--- src/rtl/dof_pkg.sv ---
// Constants, register map and carrier types of the display offset and band filter.
// Assumes a 32-bit classic Wishbone slave port and a 200 MHz single clock.
package dof_pkg;

  // Data widths
  localparam int DOF_DW = 20;
  localparam int DOF_EW = DOF_DW + 2;
  localparam int DOF_BAND_W = 8;
  localparam int DOF_FIFO_DEPTH = 8;

  // Byte offsets of the register words
  localparam logic [7:0] DOF_CTRL_OFS = 8'h00;
  localparam logic [7:0] DOF_BAND_OFS = 8'h04;
  localparam logic [7:0] DOF_OFFSET_OFS = 8'h08;
  localparam logic [7:0] DOF_CMD_OFS = 8'h0c;
  localparam logic [7:0] DOF_DISP_OFS = 8'h10;
  localparam logic [7:0] DOF_STAT_OFS = 8'h14;

  // Field positions
  localparam int DOF_CTRL_LVL_LSB = 0;
  localparam int DOF_CTRL_RUN_BIT = 8;
  localparam int DOF_CMD_ZERO_BIT = 0;
  localparam int DOF_STAT_BYP_BIT = 0;
  localparam int DOF_STAT_CNT_LSB = 4;

  // Reset values and limits
  localparam logic [1:0] DOF_LVL_RST = 2'h0;
  localparam logic DOF_RUN_RST = 1'b1;
  localparam logic [DOF_BAND_W-1:0] DOF_BAND_RST = 8'h00;
  localparam logic [DOF_BAND_W-1:0] DOF_BAND_MAX = 8'hc7;

  // Displayed value as handed to the display driver
  typedef struct packed {
    logic bypass;
    logic signed [DOF_DW-1:0] value;
  } dof_disp_t;

  // Wishbone request bundle
  typedef struct packed {
    logic cyc;
    logic stb;
    logic we;
    logic [3:0] sel;
    logic [7:0] adr;
    logic [31:0] dat;
  } dof_wb_req_t;

endpackage

--- src/rtl/dof_filter.sv ---
// Sample FIFO and display filter core with its Wishbone register slave.
// Assumes samples and the display driver run on clk_i; zero_i is an asynchronous pin.
//
// Design decisions made here: the Wishbone register port and the register offsets.
`timescale 1ns/1ps
`default_nettype none

module dof_fifo #(
  parameter int W = 20,
  parameter int DEPTH = 8
) (
  input wire logic clk_i,
  input wire logic rst_i,
  // Filling side
  input wire logic in_valid_i,
  output logic in_ready_o,
  input wire logic [W-1:0] in_data_i,
  // Draining side
  output logic out_valid_o,
  input wire logic out_ready_i,
  output logic [W-1:0] out_data_o,
  output logic [$clog2(DEPTH):0] count_o
);
  localparam int AW = $clog2(DEPTH);
  logic [W-1:0] mem_q [DEPTH];
  logic [AW-1:0] wp_q, wp_d, rp_q, rp_d;
  logic [AW:0] cnt_q, cnt_d;
  logic rdy_q, rdy_d;
  logic push, pop;

  assign push = in_valid_i && rdy_q;
  assign pop = out_ready_i && (cnt_q != '0);

  always_comb begin
    wp_d = push ? ((wp_q == AW'(DEPTH - 1)) ? '0 : wp_q + 1'b1) : wp_q;
    rp_d = pop ? ((rp_q == AW'(DEPTH - 1)) ? '0 : rp_q + 1'b1) : rp_q;
    cnt_d = cnt_q + (AW+1)'(push) - (AW+1)'(pop);
    rdy_d = cnt_d != (AW+1)'(DEPTH);
  end

  always_ff @(posedge clk_i) begin
    if (rst_i) begin
      wp_q <= '0;
      rp_q <= '0;
      cnt_q <= '0;
      rdy_q <= 1'b0;
    end else begin
      wp_q <= wp_d;
      rp_q <= rp_d;
      cnt_q <= cnt_d;
      rdy_q <= rdy_d;
    end
  end

  always_ff @(posedge clk_i) begin
    if (push) begin
      mem_q[wp_q] <= in_data_i;
    end
  end

  assign in_ready_o = rdy_q;
  assign out_valid_o = cnt_q != '0;
  assign out_data_o = mem_q[rp_q];
  assign count_o = cnt_q;
endmodule

module dof_filter
  import dof_pkg::*;
#(
  parameter int DEPTH = DOF_FIFO_DEPTH
) (
  // Clock and reset
  input wire logic clk_i,
  input wire logic rst_i,
  // Wishbone slave
  input wire logic wb_cyc_i,
  input wire logic wb_stb_i,
  input wire logic wb_we_i,
  input wire logic [3:0] wb_sel_i,
  input wire logic [7:0] wb_adr_i,
  input wire logic [31:0] wb_dat_i,
  output logic [31:0] wb_dat_o,
  output logic wb_ack_o,
  // Scaled sample stream
  input wire logic smp_valid_i,
  output logic smp_ready_o,
  input wire logic signed [DOF_DW-1:0] smp_data_i,
  // Zero command pin, active high, edge triggered
  input wire logic zero_i,
  // Display value stream
  output dof_disp_t disp_o,
  output logic disp_valid_o,
  input wire logic disp_ready_i
);
  localparam int CW = $clog2(DEPTH) + 1;

  dof_wb_req_t req;
  logic [1:0] lvl_q, lvl_d;
  logic run_q, run_d;
  logic [DOF_BAND_W-1:0] band_q, band_d;
  logic signed [DOF_DW-1:0] ofs_q, ofs_d;
  logic signed [DOF_DW-1:0] raw_q, raw_d;
  dof_disp_t disp_q, disp_d;
  logic dvld_q, dvld_d;
  logic eng_q, eng_d;
  logic ack_q, ack_d;
  logic [31:0] rdat_q, rdat_d;
  logic [2:0] zs_q;
  logic zero_pin_evt, zero_sw_evt, zero_evt;
  logic fo_valid, fo_ready;
  logic [DOF_DW-1:0] fo_data;
  logic [CW-1:0] fcnt;
  logic take;
  logic signed [DOF_EW-1:0] corr, diff, absv, filt, shifted;
  logic band_over, band_under;

  assign req = '{cyc: wb_cyc_i, stb: wb_stb_i, we: wb_we_i, sel: wb_sel_i,
                 adr: wb_adr_i, dat: wb_dat_i};

  dof_fifo #(.W(DOF_DW), .DEPTH(DEPTH)) u_fifo (
    .clk_i(clk_i),
    .rst_i(rst_i),
    .in_valid_i(smp_valid_i),
    .in_ready_o(smp_ready_o),
    .in_data_i(smp_data_i),
    .out_valid_o(fo_valid),
    .out_ready_i(fo_ready),
    .out_data_o(fo_data),
    .count_o(fcnt)
  );

  // Zero pin synchroniser; edge taken between second and third stage
  always_ff @(posedge clk_i) begin
    if (rst_i) begin
      zs_q <= 3'h0;
    end else begin
      zs_q <= {zs_q[1:0], zero_i};
    end
  end
  assign zero_pin_evt = zs_q[1] && !zs_q[2];
  assign zero_sw_evt = req.cyc && req.stb && req.we && !ack_q && req.sel[0] &&
                       (req.adr == DOF_CMD_OFS) && req.dat[DOF_CMD_ZERO_BIT];
  assign zero_evt = zero_pin_evt || zero_sw_evt;

  // A sample is drained only while running, the display slot is free and no zero is pending
  assign fo_ready = run_q && !zero_evt && (!dvld_q || disp_ready_i);
  assign take = fo_ready && fo_valid;

  // Filter arithmetic
  always_comb begin
    corr = DOF_EW'($signed(fo_data)) + DOF_EW'(ofs_q);
    diff = corr - DOF_EW'(disp_q.value);
    absv = diff[DOF_EW-1] ? -diff : diff;
    band_over = absv > $signed({{(DOF_EW-DOF_BAND_W){1'b0}}, band_q});
    band_under = absv < $signed({{(DOF_EW-DOF_BAND_W){1'b0}}, band_q});
    // Widen the level first so that level 3 shifts by four, not by zero
    shifted = diff >>> ({1'b0, lvl_q} + 3'h1);
    filt = (lvl_q == 2'h0) ? corr : disp_q.value + shifted;
  end

  // Datapath next state
  always_comb begin
    eng_d = eng_q;
    disp_d = disp_q;
    dvld_d = dvld_q && !disp_ready_i;
    raw_d = raw_q;
    // A zero command leaves the engaged state as it was
    if (zero_evt) begin
      disp_d.value = '0;
      disp_d.bypass = 1'b0;
      dvld_d = 1'b1;
    end else if (take) begin
      raw_d = $signed(fo_data);
      if (band_q == '0) begin
        eng_d = 1'b1;
      end else if (band_over) begin
        eng_d = 1'b0;
      end else if (band_under) begin
        eng_d = 1'b1;
      end
      disp_d.value = eng_d ? filt[DOF_DW-1:0] : corr[DOF_DW-1:0];
      disp_d.bypass = !eng_d;
      dvld_d = 1'b1;
    end
  end

  always_ff @(posedge clk_i) begin
    if (rst_i) begin
      eng_q <= 1'b1;
      disp_q <= '0;
      dvld_q <= 1'b0;
      raw_q <= '0;
    end else begin
      eng_q <= eng_d;
      disp_q <= disp_d;
      dvld_q <= dvld_d;
      raw_q <= raw_d;
    end
  end

  // Register slave; one wait state, ack for one cycle, unmapped words read zero
  always_comb begin
    lvl_d = lvl_q;
    run_d = run_q;
    band_d = band_q;
    ofs_d = ofs_q;
    ack_d = req.cyc && req.stb && !ack_q;
    rdat_d = 32'h0000_0000;
    if (ack_d && req.we) begin
      case (req.adr)
        DOF_CTRL_OFS: begin
          if (req.sel[0]) begin
            lvl_d = req.dat[DOF_CTRL_LVL_LSB +: 2];
          end
          if (req.sel[1]) begin
            run_d = req.dat[DOF_CTRL_RUN_BIT];
          end
        end
        DOF_BAND_OFS: begin
          if (req.sel[0]) begin
            band_d = (req.dat[7:0] > DOF_BAND_MAX) ? DOF_BAND_MAX : req.dat[7:0];
          end
        end
        DOF_OFFSET_OFS: begin
          if (req.sel[0]) begin
            ofs_d[7:0] = req.dat[7:0];
          end
          if (req.sel[1]) begin
            ofs_d[15:8] = req.dat[15:8];
          end
          if (req.sel[2]) begin
            ofs_d[DOF_DW-1:16] = req.dat[DOF_DW-1:16];
          end
        end
        default: begin
        end
      endcase
    end else if (ack_d) begin
      case (req.adr)
        DOF_CTRL_OFS: begin
          rdat_d[DOF_CTRL_LVL_LSB +: 2] = lvl_q;
          rdat_d[DOF_CTRL_RUN_BIT] = run_q;
        end
        DOF_BAND_OFS: rdat_d[DOF_BAND_W-1:0] = band_q;
        DOF_OFFSET_OFS: rdat_d = 32'($signed(ofs_q));
        DOF_DISP_OFS: rdat_d = 32'($signed(disp_q.value));
        DOF_STAT_OFS: begin
          rdat_d[DOF_STAT_BYP_BIT] = !eng_q;
          rdat_d[DOF_STAT_CNT_LSB +: CW] = fcnt;
        end
        default: rdat_d = 32'h0000_0000;
      endcase
    end
    if (zero_evt) begin
      ofs_d = -raw_q;
    end
  end

  always_ff @(posedge clk_i) begin
    if (rst_i) begin
      lvl_q <= DOF_LVL_RST;
      run_q <= DOF_RUN_RST;
      band_q <= DOF_BAND_RST;
      ofs_q <= '0;
      ack_q <= 1'b0;
      rdat_q <= 32'h0000_0000;
    end else begin
      lvl_q <= lvl_d;
      run_q <= run_d;
      band_q <= band_d;
      ofs_q <= ofs_d;
      ack_q <= ack_d;
      rdat_q <= rdat_d;
    end
  end

  assign wb_ack_o = ack_q;
  assign wb_dat_o = rdat_q;
  assign disp_o = disp_q;
  assign disp_valid_o = dvld_q;
endmodule

`default_nettype wire

--- config.mk ---
export PLATFORM = sky130hd
export DESIGN_NAME = dof_filter
export DESIGN_NICKNAME = d
export VERILOG_FILES = /design/src/rtl/dof_pkg.sv /design/src/rtl/dof_filter.sv
export SDC_FILE = /design/constraint.sdc
export NUM_CORES = 1
export LEC_CHECK = 0
export BUFFER_PORTS_ARGS = -buffer_cell sky130_fd_sc_hd__buf_2
export CAP_MARGIN = 20
export CORE_UTILIZATION = 46
export DETAILED_ROUTE_END_ITERATION = 6
export GPL_TIMING_DRIVEN = 0
export PLACE_DENSITY = 0.66
export SETUP_SLACK_MARGIN = 0.2
export SLEW_MARGIN = 0
export SYNTH_ARGS = -nofsm -noshare
export SYNTH_HDL_FRONTEND = slang
export SYNTH_SLANG_ARGS = --single-unit
--- constraint.sdc ---
create_clock -name clk_i -period 9.9 [get_ports clk_i]
set_clock_uncertainty 0.15 [all_clocks]
set_input_delay 1.485 -clock clk_i [delete_from_list [all_inputs] [get_ports clk_i]]
set_output_delay 1.485 -clock clk_i [all_outputs]
set_load 0.1 [all_outputs]
Yosys cells after proc, flatten, opt, wreduce, memory -nomap -nowiden
Memory sizes are Yosys's and may differ from the RTL's. A register that Yosys moved wholly into a read port is not among the register bits.
Cells that the tools add are included.
Storage, ports and cells
  output and inout port bits: 56
  memory bits (writable): 160
  memories kept: 1
  memory bits (read-only): 0
  bits of input ports: 72
  register bits: 121
  bits in latches: 0
Memories
  u_fifo.mem_q: depth 8, width 20, read ports 1, clocked after Yosys merged registers in 1, write ports 1, RTL line dof_filter.sv:25  | logic [W-1:0] mem_q [DEPTH];
Cells by class
  shift-type cells: 1
  eq/ne operators: 8
  add/sub/neg operators: 10
  mux-type cells: 29
  reduce and logical (&&, ||, !) cells: 41
  magnitude comparators: 3
  bitwise gates (word level): 2
  divide/modulo/power cells: 0
  multipliers: 0
Operators by type and width (count)
  20-bit two-way mux: 5
  23-bit case mux with 2 select lines: 1
  8-bit two-way mux: 3
  22-bit by 9-bit > comparator with 1-bit output: 1
  22-bit by 9-bit less-than comparator with 1-bit output: 1
  22-bit two-way mux: 1
  22-bit negator: 1
  22-bit by 3-bit >>> shifter with 20-bit output: 1
  21-bit by 20-bit subtractor with 22-bit output: 1
  20-bit by 20-bit adder with 21-bit output: 1
  20-bit adder: 1
  20-bit negator: 1
  3-bit AND reduction: 6
  8-bit by 4-bit equality test with 1-bit output (second input constant): 2
  8-bit by 5-bit equality test with 1-bit output (second input constant): 2
  8-bit zero test: 2
  4-bit case mux with 4 select lines: 1
  1-bit logical AND: 14
  3-bit two-way mux: 4
  2-bit nonzero test: 5
  1-bit two-way mux: 9
  8-bit by 3-bit equality test with 1-bit output (second input constant): 1
  8-bit > comparator (second input constant): 1
  1-bit zero test: 7
  other kinds (18): 22

Longest topological paths before layout
  depth after elaboration: 14
  gate-level depth with buffers: 41
  mapped depth without buffers: 38

Cells and area by module
A second synthesis with hierarchy kept.
Second synthesis, totals
  cell total of the unflattened synthesis: 1542
  area total of the unflattened synthesis: 16243.1 µm²
By module, submodules not included
  dof_filter: cells each 1227, instances 1, area each 9352.7 µm², seq. area each 1961.9 µm²
  dof_fifo: cells each 315, instances 1, area each 6890.4 µm², seq. area each 5084.9 µm²

Worst setup path after synthesis
Ideal clock, no wire load.
  path type: register -> register
  start: reg with a tool-made name
  end: reg disp_q (netlist bit disp_o[2])
  cell stages (with the launch flop): 42
  setup slack: 1.653 ns
  arrival time: 7.981 ns
  data required time: 9.634 ns
  path buffers: 6
  cells stage by stage: dfxtp_1 > clkbuf_1 > buf_1 > mux4_2 > mux2_2 > ha_1 > inv_1 > fa_1 > inv_1 > a21oi_1 > o21bai_1 > a31o_2 > o221ai_1 > o21ai_0 > o41ai_1 > inv_1 > a21oi_1 > xnor2_1 > [6 not listed] > a21oi_1 > clkbuf_1 > clkbuf_1 > nor2_1 > xnor2_1 > ha_1 > o21a_1 > o21a_1 > o211ai_1 > a21o_1 > a21oi_1 > a41oi_1 > nand3b_1 > a2111oi_4 > a41oi_2 > buf_6 > mux2i_1 > a31o_1
RTL lines
  end signal: assignment: RTL line dof_filter.sv:195  | disp_q <= disp_d;
  end: declaration: RTL line dof_filter.sv:103  | dof_disp_t disp_q, disp_d;

==> results.toml <==
[timing]
finalHoldViolations = 0
rsz0062_at_grt = "true"
fmax_mhz = 109
setup_violations = 0
period_share = 0.925
hold_slack_ns = 0.280
relSlewSlack = 0.303
period_needed_ns = 9.15
drv_slew = 0
tightest_slew_ns = 1.04

[routing]
drt-initial-drc-count = 1032
wire_per_inst_um = 20.0
drc = 0
vias = 12386
drtPass1Iterations = 7
wirelength_um = 42700
viasPerCell = 5.81
ant_nets = 0

[die]
die_area_um2 = 34900
ios = 128
die_h_um = 187
core_area_um2 = 33500
start_util = 0.468
rows = 67
die_x_um = 187

[global_routing]
grt_pass1_wl_um = 66300
grtUsageTotal = 0.242
grt_max_degree = 16
antenna_found_initial = 5
first_global_vias = 12104
grt-ovfl-total = 0

[worst_setup_path]
crit_path_end_kind = "flop"
cpMaxStageDelayCell = "mux4_2"
start_kind = "flop"
critPathKind = "flop to flop"
cp.depth = 40
worst_r2r_endpoint = "disp_o[2]"
rrSetupSlack_ns = 0.75
r2r_cells = 40
crit_family = "compound AO/OA/AOI/OAI gates"
slowest_delay_ns = 0.53
arrival_ns = 9.44
cp-endpoint = "disp_o[2]"
crit_required_ns = 10.18
crit_fanout = 10
critPathBufInv = 7

[layout]
layout.nets = 1820
drive_above_1_share = 0.176
area_growth_pct = 14.5
seqCellArea_um2 = 7050
multi_input_area_um2 = 8070
n_fill_cell = 2960

[logic_synthesis]
avgSynthCellArea_um2 = 10.4
synth_seq_area_share = 0.449
synthArstFlopShare = 0
synth.net_count = 1665
netlist_area_um2 = 15700
ys_warn_count = 0
netlist_instances = 1508
synth_top_area_share = 0.306
yosysMostFrequentCell = "edfxtp_1"
yosys-top-cells-area = "edfxtp_1 (31%), dfxtp_1 (14%), ha_1 (6.5%)"
ys.flop_type = "edfxtp_1"
synth_edf_count = 160
synthTopCellsByCount = "edfxtp_1 (160), nor2_1 (145), dfxtp_1 (112), a21oi_1 (109), nand2_1 (90)"
post-synth-top-area-cell = "edfxtp_1"
ys_types = 87
synth-seq-cells = 272

[cts]
path_clk_slew_ns = 0.07
cts_sinks = 272
tritoncts = "yes"
numCtsBuffers = 27
cts.path.max_buffers = 3
cts_root_buffer = "clkbuf_16"
htreeDepth = 1
worstSkewPairLatency_ns = 0.53

[place]
hpwl_um = 33300
gp_congestion = 0.957
portBuffers = 111

[flow_run]
drv_cap = 0

[hold_path]
min_from = "zs_q[0]"
hold_class = "flop to flop"

[status]
status = "complete, no violations"
-- worst min path at each step --
stage | endpoint | slack [ns] | depth (start not counted)
floorplan | zs_q[1] | 0.26 | 1
global placement | zs_q[1] | 0.27 | 1
detailed placement | zs_q[1] | 0.27 | 1
CTS | zs_q[1] | 0.29 | 1
global route | zs_q[1] | 0.31 | 1
finish | zs_q[1] | 0.28 | 1
-- state kept, by name (all words and copies together), names as in the netlist, 2 cells and up, named ones only --
| name | count |
|---|---|
| band_q | 8 |
| ofs_q | 20 |
| u_fifo.wp_q | 3 |
| u_fifo.count_o | 4 |
| disp_o | 21 |
| raw_q | 20 |
| u_fifo.rp_q | 3 |
| u_fifo.mem_q | 160 |
| zs_q | 3 |
| wb_dat_o | 20 |
| lvl_q | 2 |
-- routing by layer --
| metal | GRT usage | wire length [µm] |
|---|---|---|
| met5 | 0 | 24 |
| met4 | 0.0823 | 1460 |
| met3 | 0.0295 | 2230 |
| met2 | 0.445 | 21800 |
| met1 | 0.290 | 17100 |
-- cell type report --
| cell class | count | share of cell area |
|---|---|---|
| diodes | 2 | 0.000278 |
| flip-flops and latches | 272 | 0.392 |
| plain buffers | 90 | 0.0233 |
| clock inverters | 17 | 0.0113 |
| well taps | 448 | 0.0312 |
| multi-input cells | 1079 | 0.449 |
| repair buffers | 126 | 0.0406 |
| inverters | 67 | 0.0140 |
| clock buffers | 32 | 0.0386 |
-- worst reg2reg max path: cells and delay by family, from the launching register on --
family | cells | cell delay (ns)
xor+xnor | 2 | 0.38
simple gates | 3 | 0.40
flops | 1 | 0.31
buf+inv | 7 | 1.33
compound gates | 21 | 4.51
fa+ha+maj | 4 | 1.01
mux | 3 | 0.98
-- logic make-up after synthesis --
logic type               count (synthesis)  synth area share
flip-flops                             272             0.449
adder cells (fa/ha/maj)                 85            0.0696
buffers and inverters                  157            0.0418
AO/OA/AOI/OAI                          355             0.149
multiplexers                           116             0.111
XOR/XNOR                                76            0.0429
AND/OR/NAND/NOR                        447             0.137
-- through the flow --
| stage | instances | setup TNS, ns | instance area, µm² | setup slack, ns | util |
|---|---|---|---|---|---|
| after floorplan | 1508 | 0 | 15700 | 1.65 | - |
| after global placement | 2067 | -0.0791 | 16800 | -0.0356 | 0.502 |
| after detailed placement | 2081 | -1.93 | 17000 | -0.134 | 0.508 |
| after CTS | 2130 | 0 | 17900 | 0.277 | 0.535 |
| after global routing | 2131 | 0 | 18000 | 0.180 | 0.536 |
| final | 2133 | 0 | 18000 | 0.747 | 0.536 |
-- cells in the final DEF (no fill, tap or decap), types with 53 or more instances in the layout --
| cell type | n |
|---|---|
| a21oi_1 | 108 |
| buf_2 | 118 |
| clkbuf_1 | 64 |
| dfxtp_1 | 112 |
| edfxtp_1 | 160 |
| ha_1 | 81 |
| inv_1 | 65 |
| nand2_1 | 90 |
| nor2_1 | 142 |
| nor3_1 | 57 |
| o21ai_0 | 72 |
| xnor2_1 | 53 |
-- what timing repair did --
item / 4_1_cts / 5_1_grt
setup endpoints to repair: 22 / 22
buffers inserted: 0 / 0
resized for setup: 7 / 19
hold buffers: 0 / 0
Power is left out: the tool's default activity adds up to more than one toggle a clock period on the data nets, which glitch-free logic cannot reach.
